File: src/design/mem_pin_pkg.sv
// constants, mode type and reset levels for the external memory port pin mux
package mem_pin_pkg;
  // ----------------------------------------------------------------
  // widths and bit positions
  // ----------------------------------------------------------------
  localparam int SHARED_W = 8;
  localparam int DYN_DATA_W = 4;
  localparam int DYN_LOW_ADDR_BASE = 4;
  localparam int STATIC_UPPER_LSB = 8;
  localparam int STATIC_UPPER_MSB = 12;
  localparam int STATIC_TOP_BIT = 13;
  localparam int DYN_UPPER_LSB = 4;
  localparam int DYN_UPPER_MSB = 8;
  localparam int DYN_ADDR_W = 9;
  localparam int SYNC_STAGES = 2;
  localparam int READ_LATENCY = 3;
  // ----------------------------------------------------------------
  // reset and idle levels
  // ----------------------------------------------------------------
  localparam logic [7:0] SHARED_OUT_IDLE = 8'hf0;
  localparam logic [7:0] SHARED_OE_IDLE = 8'hf0;
  localparam logic [4:0] UPPER_IDLE = 5'h1f;
  localparam logic STROBE_IDLE = 1'h1;
  // ----------------------------------------------------------------
  // pin function selection
  // ----------------------------------------------------------------
  typedef enum logic [1:0] {
    PIN_MODE_IDLE,
    PIN_MODE_STATIC,
    PIN_MODE_DYNAMIC
  } pin_mode_e;
endpackage : mem_pin_pkg

File: src/design/pin_sync.sv
// two-stage synchroniser for pin inputs
`timescale 1ns/1ns
module pin_sync #(
  parameter int WIDTH = 8
) (
  // clock and reset
  input wire logic sys_clk_in,
  input wire logic rst_n_in,
  // raw and synchronised levels
  input wire logic [WIDTH-1:0] async_in,
  output logic [WIDTH-1:0] sync_out
);
  logic [WIDTH-1:0] stage_one;
  logic [WIDTH-1:0] stage_two;
  logic [WIDTH-1:0] next_stage_one;
  logic [WIDTH-1:0] next_stage_two;

  always_comb begin
    next_stage_one = async_in;
    next_stage_two = stage_one;
  end

  always_ff @(posedge sys_clk_in or negedge rst_n_in) begin
    if (!rst_n_in) begin
      stage_one <= '0;
      stage_two <= '0;
    end else begin
      stage_one <= next_stage_one;
      stage_two <= next_stage_two;
    end
  end

  assign sync_out = stage_two;
endmodule : pin_sync

File: src/design/memory_port_pin_mux.sv
// pin function mux of the external memory port, static and dynamic memory modes
`timescale 1ns/1ns
// Notes on behaviour
// - static mode: shared line n carries multiplexed address/data bit n, both ways
// - dynamic mode: shared lines 4..7 output dynamic address bits 0..3
// - dynamic mode: shared lines 0..3 are the four bidirectional data bits
// - upper pins carry static address 8..12 or dynamic address 4..8 by mode
// - one pin is address latch enable in static, column strobe in dynamic
// - one pin is static address bit 13 or row address strobe in dynamic
// - one dedicated write enable pin serves both modes
// - one dedicated read enable pin serves both modes
module memory_port_pin_mux (
  // clock and reset
  input wire logic sys_clk_in,
  input wire logic rst_n_in,
  // mode setting
  input wire logic mode_configured_in,
  input wire logic mode_dynamic_in,
  // static memory controller side
  input wire logic [7:0] sram_ad_out_in,
  input wire logic sram_ad_oe_in,
  input wire logic [13:8] sram_addr_hi_in,
  input wire logic sram_ale_in,
  output logic [7:0] sram_ad_rd_out,
  // dynamic memory controller side
  input wire logic [8:0] dram_addr_in,
  input wire logic [3:0] dram_data_out_in,
  input wire logic dram_data_oe_in,
  input wire logic dram_ras_n_in,
  input wire logic dram_cas_n_in,
  output logic [3:0] dram_data_rd_out,
  // strobes common to both modes, active low
  input wire logic mem_write_enable_n_in,
  input wire logic mem_read_enable_n_in,
  // external memory port pins
  input wire logic [7:0] shared_line_in,
  output logic [7:0] shared_line_out,
  output logic [7:0] shared_line_oe_out,
  output logic [4:0] upper_addr_pin_out,
  output logic addr_latch_or_col_strobe_out,
  output logic top_addr_or_row_strobe_out,
  output logic mem_write_enable_n_out,
  output logic mem_read_enable_n_out,
  // current pin function
  output mem_pin_pkg::pin_mode_e mode_out
);
  // ----------------------------------------------------------------
  // mode selection
  // ----------------------------------------------------------------
  mem_pin_pkg::pin_mode_e next_mode;
  logic [7:0] next_line;
  logic [7:0] next_oe;
  logic [4:0] next_upper;
  logic next_ale_cas;
  logic next_top_ras;
  logic next_wr;
  logic next_rd;
  logic [7:0] line_sync;
  logic [7:0] next_sram_rd;
  logic [3:0] next_dram_rd;

  always_comb begin
    if (!mode_configured_in) begin
      next_mode = mem_pin_pkg::PIN_MODE_IDLE;
    end else if (mode_dynamic_in) begin
      next_mode = mem_pin_pkg::PIN_MODE_DYNAMIC;
    end else begin
      next_mode = mem_pin_pkg::PIN_MODE_STATIC;
    end
  end

  // ----------------------------------------------------------------
  // shared lines, one mux per line
  // ----------------------------------------------------------------
  // outputs are muxed from next_mode so pins and mode_out change on the same edge
  for (genvar i = 0; i < mem_pin_pkg::SHARED_W; i++) begin : g_line
    // the dynamic role of a line is fixed by its position; splitting at elaboration
    // keeps every select in range for every line
    logic dyn_bit;
    logic dyn_oe;
    if (i >= mem_pin_pkg::DYN_LOW_ADDR_BASE) begin : g_addr
      assign dyn_bit = dram_addr_in[i-mem_pin_pkg::DYN_LOW_ADDR_BASE];
      assign dyn_oe = 1'h1;
    end else begin : g_data
      assign dyn_bit = dram_data_out_in[i];
      assign dyn_oe = dram_data_oe_in;
    end
    always_comb begin
      next_line[i] = mem_pin_pkg::SHARED_OUT_IDLE[i];
      next_oe[i] = mem_pin_pkg::SHARED_OE_IDLE[i];
      case (next_mode)
        mem_pin_pkg::PIN_MODE_STATIC: begin
          next_line[i] = sram_ad_out_in[i];
          next_oe[i] = sram_ad_oe_in;
        end
        mem_pin_pkg::PIN_MODE_DYNAMIC: begin
          next_line[i] = dyn_bit;
          next_oe[i] = dyn_oe;
        end
        default: begin
          next_line[i] = mem_pin_pkg::SHARED_OUT_IDLE[i];
          next_oe[i] = mem_pin_pkg::SHARED_OE_IDLE[i];
        end
      endcase
    end
  end

  // ----------------------------------------------------------------
  // dedicated pins
  // ----------------------------------------------------------------
  always_comb begin
    next_upper = mem_pin_pkg::UPPER_IDLE;
    next_ale_cas = mem_pin_pkg::STROBE_IDLE;
    next_top_ras = mem_pin_pkg::STROBE_IDLE;
    next_wr = mem_pin_pkg::STROBE_IDLE;
    next_rd = mem_pin_pkg::STROBE_IDLE;
    case (next_mode)
      mem_pin_pkg::PIN_MODE_STATIC: begin
        next_upper = sram_addr_hi_in[mem_pin_pkg::STATIC_UPPER_MSB:
                                     mem_pin_pkg::STATIC_UPPER_LSB];
        next_ale_cas = sram_ale_in;
        next_top_ras = sram_addr_hi_in[mem_pin_pkg::STATIC_TOP_BIT];
        next_wr = mem_write_enable_n_in;
        next_rd = mem_read_enable_n_in;
      end
      mem_pin_pkg::PIN_MODE_DYNAMIC: begin
        next_upper = dram_addr_in[mem_pin_pkg::DYN_UPPER_MSB:
                                  mem_pin_pkg::DYN_UPPER_LSB];
        next_ale_cas = dram_cas_n_in;
        next_top_ras = dram_ras_n_in;
        next_wr = mem_write_enable_n_in;
        next_rd = mem_read_enable_n_in;
      end
      default: begin
        next_upper = mem_pin_pkg::UPPER_IDLE;
      end
    endcase
  end

  // ----------------------------------------------------------------
  // read path from the pins
  // ----------------------------------------------------------------
  pin_sync #(
    .WIDTH(mem_pin_pkg::SHARED_W)
  ) u_line_sync (
    .sys_clk_in(sys_clk_in),
    .rst_n_in(rst_n_in),
    .async_in(shared_line_in),
    .sync_out(line_sync)
  );

  // read data is passed in every mode; the controller knows when it samples
  always_comb begin
    next_sram_rd = line_sync;
    next_dram_rd = line_sync[mem_pin_pkg::DYN_DATA_W-1:0];
  end

  // ----------------------------------------------------------------
  // output registers
  // ----------------------------------------------------------------
  always_ff @(posedge sys_clk_in or negedge rst_n_in) begin
    if (!rst_n_in) begin
      mode_out <= mem_pin_pkg::PIN_MODE_IDLE;
      shared_line_out <= mem_pin_pkg::SHARED_OUT_IDLE;
      shared_line_oe_out <= mem_pin_pkg::SHARED_OE_IDLE;
      upper_addr_pin_out <= mem_pin_pkg::UPPER_IDLE;
      addr_latch_or_col_strobe_out <= mem_pin_pkg::STROBE_IDLE;
      top_addr_or_row_strobe_out <= mem_pin_pkg::STROBE_IDLE;
      mem_write_enable_n_out <= mem_pin_pkg::STROBE_IDLE;
      mem_read_enable_n_out <= mem_pin_pkg::STROBE_IDLE;
      sram_ad_rd_out <= 8'h00;
      dram_data_rd_out <= 4'h0;
    end else begin
      mode_out <= next_mode;
      shared_line_out <= next_line;
      shared_line_oe_out <= next_oe;
      upper_addr_pin_out <= next_upper;
      addr_latch_or_col_strobe_out <= next_ale_cas;
      top_addr_or_row_strobe_out <= next_top_ras;
      mem_write_enable_n_out <= next_wr;
      mem_read_enable_n_out <= next_rd;
      sram_ad_rd_out <= next_sram_rd;
      dram_data_rd_out <= next_dram_rd;
    end
  end

  // ----------------------------------------------------------------
  // checks
  // ----------------------------------------------------------------
  // the read path looks three edges back; wait for that much history after reset
  logic [1:0] up_cnt;
  logic [1:0] next_up_cnt;
  always_comb begin
    next_up_cnt = (up_cnt == 2'h3) ? up_cnt : 2'(up_cnt + 2'h1);
  end
  always_ff @(posedge sys_clk_in or negedge rst_n_in) begin
    if (!rst_n_in) begin
      up_cnt <= 2'h0;
    end else begin
      up_cnt <= next_up_cnt;
    end
  end
endmodule : memory_port_pin_mux

File: config.mk
export PLATFORM = sky130hd
export DESIGN_NAME = memory_port_pin_mux
export DESIGN_NICKNAME = d
export VERILOG_FILES = /design/src/design/mem_pin_pkg.sv /design/src/design/pin_sync.sv /design/src/design/memory_port_pin_mux.sv
export SDC_FILE = /design/constraint.sdc
export NUM_CORES = 1
export LEC_CHECK = 0
export ABC_AREA = 1
export ABC_CLOCK_PERIOD_IN_PS = 800
export CAP_MARGIN = 5
export CORE_AREA = 2 2 49 74
export DETAILED_ROUTE_END_ITERATION = 16
export DIE_AREA = 0 0 51 76
export DONT_BUFFER_PORTS = 1
export HOLD_SLACK_MARGIN = 0.1
export PLACE_DENSITY = 0.63
export REMOVE_ABC_BUFFERS = 1
export SLEW_MARGIN = 0
export SYNTH_ARGS = -nofsm -noshare
export SYNTH_HDL_FRONTEND = slang
export SYNTH_SLANG_ARGS = --single-unit
File: constraint.sdc
create_clock -name sys_clk_in -period 0.8 [get_ports sys_clk_in]
set_input_delay 0.04 -clock sys_clk_in [delete_from_list [all_inputs] [get_ports sys_clk_in]]
set_output_delay 0.04 -clock sys_clk_in [all_outputs]
set_load 0.02 [all_outputs]
# Yosys cells after proc, flatten, opt, wreduce, memory -nomap -nowiden
# Cells that the tools add are included.
dict set report word_totals {
  ff_bits 52
  input_bits 46
  output_inout_bits 39
  wordCells 32
}
dict set report classes {
  n_eq_ne 2
  mux 17
  reduce_logical 1
}
# cell n
set op_table {}
lappend op_table {{$pmux W1 S2} 11}
lappend op_table {{$pmux W5 S2} 1}
lappend op_table {{$mux W2} 2}
lappend op_table {{$mux W1} 3}
lappend op_table {{$eq A2 B1 Y1 const B} 1}
lappend op_table {{$eq A2 B2 Y1 const B} 1}
lappend op_table {{$reduce_or A2 Y1} 1}

# Logic depth before layout (Yosys ltp)
dict set report depth {
  depth_word 5
  mapped_depth 5
  mapped_depth_nobuf 4
}

# By module
# A second synthesis with hierarchy kept.
dict set report hier_totals {
  hier_cells 118
  hier_area_um2 1541.5
}
# mod n_inst cells_per_inst area_per_inst_um2 seq_area_each_um2
set modules_own_cells {}
lappend modules_own_cells {memory_port_pin_mux 1 102 1141.1 743.2}
lappend modules_own_cells {pin_sync 1 16 400.4 400.4}

# Worst setup path before layout
# OpenSTA, ideal clock, no wires.
dict set report synth_path {
  path_kind {flip-flop to output port}
  startpoint {register, netlist name shared_line_oe_out[4]}
  endpoint {output port shared_line_oe_out[5]}
  arrival_ns 0.744
  required_ns 0.760
  setup_slack_ns 0.016
  stages_incl_launch_ff 2
  path_buffers 1
  cell_sequence {dfstp_2 > buf_4}
}
# element line
set synth_rtl {}
lappend synth_rtl {{to (decl)} memory_port_pin_mux.sv:38} ;# output logic [7:0] shared_line_oe_out,

==> impl_metrics.env <==
export IMPL_cts_htree_levels=2
export IMPL_worst_ir_drop_vdd_mv=1.11
export IMPL_finalSetupViolCount=29
export IMPL_crit_arrival_ps=1000
export IMPL_synth_area_leaders="dfrtp_1 50%, dfstp_2 24%, nand3_1 10%"
export IMPL_endpoint_kind="output pin"
export IMPL_cts_root_buffer="clkbuf_8"
export IMPL_place_ws_ps=74.2
export IMPL_die_h_um=76
export IMPL_power_density_mw_per_mm2=2200
export IMPL_cts_clk_slew_worst_paths_ps=90
export IMPL_power_mw=4.34
export IMPL_hp_class="in -> async"
export IMPL_drive_above_1_share=0.279
export IMPL_r2r_setup_slack_ps=300
export IMPL_synth_xor_area_frac=0
export IMPL_hold_ws_ps=-572
export IMPL_die_w_um=51
export IMPL_p_leak_nw=0.838
export IMPL_nFillCells=254
export IMPL_setup_tns_ps=-3250
export IMPL_period_share=1.30
export IMPL_failed_checks="negative hold slack, negative setup slack"
export IMPL_syn_area_per_cell_um2=13.1
export IMPL_diodes=0
export IMPL_vias=938
export IMPL_fin_util=0.599
export IMPL_crit_required_ps=760
export IMPL_ant_nets=0
export IMPL_antenna_found_initial=0
export IMPL_synth_fa_ha_area_frac=0
export IMPL_cp_cell_sequence="buf_12"
export IMPL_drv_slew=0
export IMPL_grt_pass1_vias=1032
export IMPL_worst_path_buf_inv=1
export IMPL_grt_remaining_overflow=0
export IMPL_syn_area_mm2=0.00154
export IMPL_worstSkewPairLatency_ps=290
export IMPL_place_port_buffers=0
export IMPL_cp_slowest_stage_delay_ps=550
export IMPL_drc=0
export IMPL_vias_per_cell=4.96
export IMPL_area_delta_synth_final_pct=27.6
export IMPL_fin_skew_ps=4.58
export IMPL_clk_path_buf_depth=2
export IMPL_reg2reg_from="u_line_sync.next_stage_two[0]"
export IMPL_yosysUniqueCellTypes=13
export IMPL_dpl_cell_area_mm2=0.00151
export IMPL_grt_pass1_wl_um=4860
export IMPL_grt_setup_unrepaired="true"
export IMPL_reg2reg_to="u_line_sync.sync_out[0]"
export IMPL_post_drt_wl_per_cell_um=15.5
export IMPL_yosys_area_share_simple=0.167
export IMPL_layout_min_cycle_time_ps=1040
export IMPL_seq_area_frac_synth=0.742
export IMPL_cp_depth=1
export IMPL_drt_total_wl_um=2930
export IMPL_core_area_mm2=0.00329
export IMPL_synth_largest_area_cell="dfrtp_1"
export IMPL_final_setup_worst_slack_ps=-242
export IMPL_synth_top_family_by_area="simple AND/OR/NAND/NOR gates"
export IMPL_nNetsFinal=192
export IMPL_drtPass1Iterations=4
export IMPL_final_area_mm2=0.00197
export IMPL_synth_compound_area_frac=0
export IMPL_grt_max_degree=46
export IMPL_path_max_fanout=4
export IMPL_cp_slowest_cell="dfstp_2"
export IMPL_yosys_warnings=0
export IMPL_startpoint_type="flop"
export IMPL_synth_top_area_frac=0.503
export IMPL_first_iter_violations=22
export IMPL_fmax_mhz=960
export IMPL_gp_congestion=0.707
export IMPL_hold_violations=47
export IMPL_clkSinkCount=45
export IMPL_ys_ff_latch=45
export IMPL_status="complete, but fails checks"
export IMPL_tightest_slew_ps=201
export IMPL_io_pins=85
export IMPL_cts_tree="done"
export IMPL_critPathTopFamily="flip-flops"
export IMPL_start_util=0.469
export IMPL_gr_usage_all_layers=0.174
export IMPL_maxCapViolCount=0
export IMPL_row_count=26
export IMPL_crit_start="shared_line_oe_out[4]"
export IMPL_reg2reg_depth=0
export IMPL_synth_cells=118
export IMPL_cts_buffers_inserted=5
export IMPL_setup_worst_path_end="shared_line_oe_out[7]"
export IMPL_placed_cells=146
export IMPL_path_class="reg -> out"
export IMPL_synth_mux_area_frac=0
export IMPL_relSlewSlack=0.866
export IMPL_stdcell_count=189
export IMPL_dieArea_mm2=0.00388
==> Yosys cell counts <==
cell type and number:
buf_2 1, buf_4 12, buf_6 2, clkbuf_4 1, dfrtp_1 31, dfstp_2 14
inv_1 2, inv_2 2, nand2_1 17, nand3_1 32, nand3_2 1, nor2_4 1
or2_2 2
==> worst min path at each step <==
stage / startpoint / end / slack [ps]
final: rst_n_in / sram_ad_rd_out[7] / -570
after global routing: rst_n_in / dram_data_rd_out[1] / -600
after CTS: rst_n_in / u_line_sync.next_stage_two[1] / -590
after global placement: rst_n_in / shared_line_out[0] / -250
after detailed placement: rst_n_in / shared_line_out[2] / -250
after floorplan: rst_n_in / dram_data_rd_out[0] / -260
==> cell usage in the layout, fill, tap and decap left out, drive strengths merged, types with 2 or more instances in the layout <==
master / instances
inv: 5
nand3: 33
dfstp: 14
dlygate4sd3: 35
buf: 2
nand2: 17
or2: 2
clkbuf: 5
dfrtp: 31
==> report_power, final <==
part | switching, mW | internal [mW]
clock network | 0.764 | 0.629
logic | 0.124 | 0.191
registers | 0.177 | 2.45
total | 1.07 | 3.27
==> registers in the layout, indices dropped and copies added (netlist names) <==
register and count:
addr_latch_or_col_strobe_out 1, dram_data_rd_out 3, mem_read_enable_n_out 1, mem_write_enable_n_out 1, mode_out 2, shared_line_oe_out 2, shared_line_out 8, sram_ad_rd_out 5
top_addr_or_row_strobe_out 1, u_line_sync.next_stage_two 8, u_line_sync.sync_out 8, upper_addr_pin_out 5
==> timing repair <==
action / 4_1_cts / 5_1_grt
setup buffers: 0 / 0
hold buffers: 35 / 1
cloned: 0 / 0
endpoints found under the setup margin: 31 / 41
hold endpoints to repair: 74 / 52
gates resized for setup: 5 / 6
==> logic make-up (layout without fill, tap and decap cells) <==
family        count (synthesis)  count (layout)
buf+inv                      20              49
flops                        45              45
simple gates                 53              53
==> layout make-up <==
| type | count | area [um^2] | share of cell area |
|---|---|---|---|
| multi-input combinational | 53 | 258 | 0.131 |
| clock buffer | 5 | 68.8 | 0.0350 |
| timing repair buffer | 37 | 390 | 0.198 |
| tap | 42 | 52.6 | 0.0267 |
| clock inverter | 3 | 25.0 | 0.0127 |
| sequential | 45 | 1160 | 0.588 |
| inverter | 4 | 15.0 | 0.00763 |
==> routing by layer <==
metal	global-route usage	wire, um
met3	0.0451	186
met4	0.0973	78
met2	0.312	1740
met1	0.174	928
met5	0	0
No activity file was read; power rests on OpenSTA's default activity.
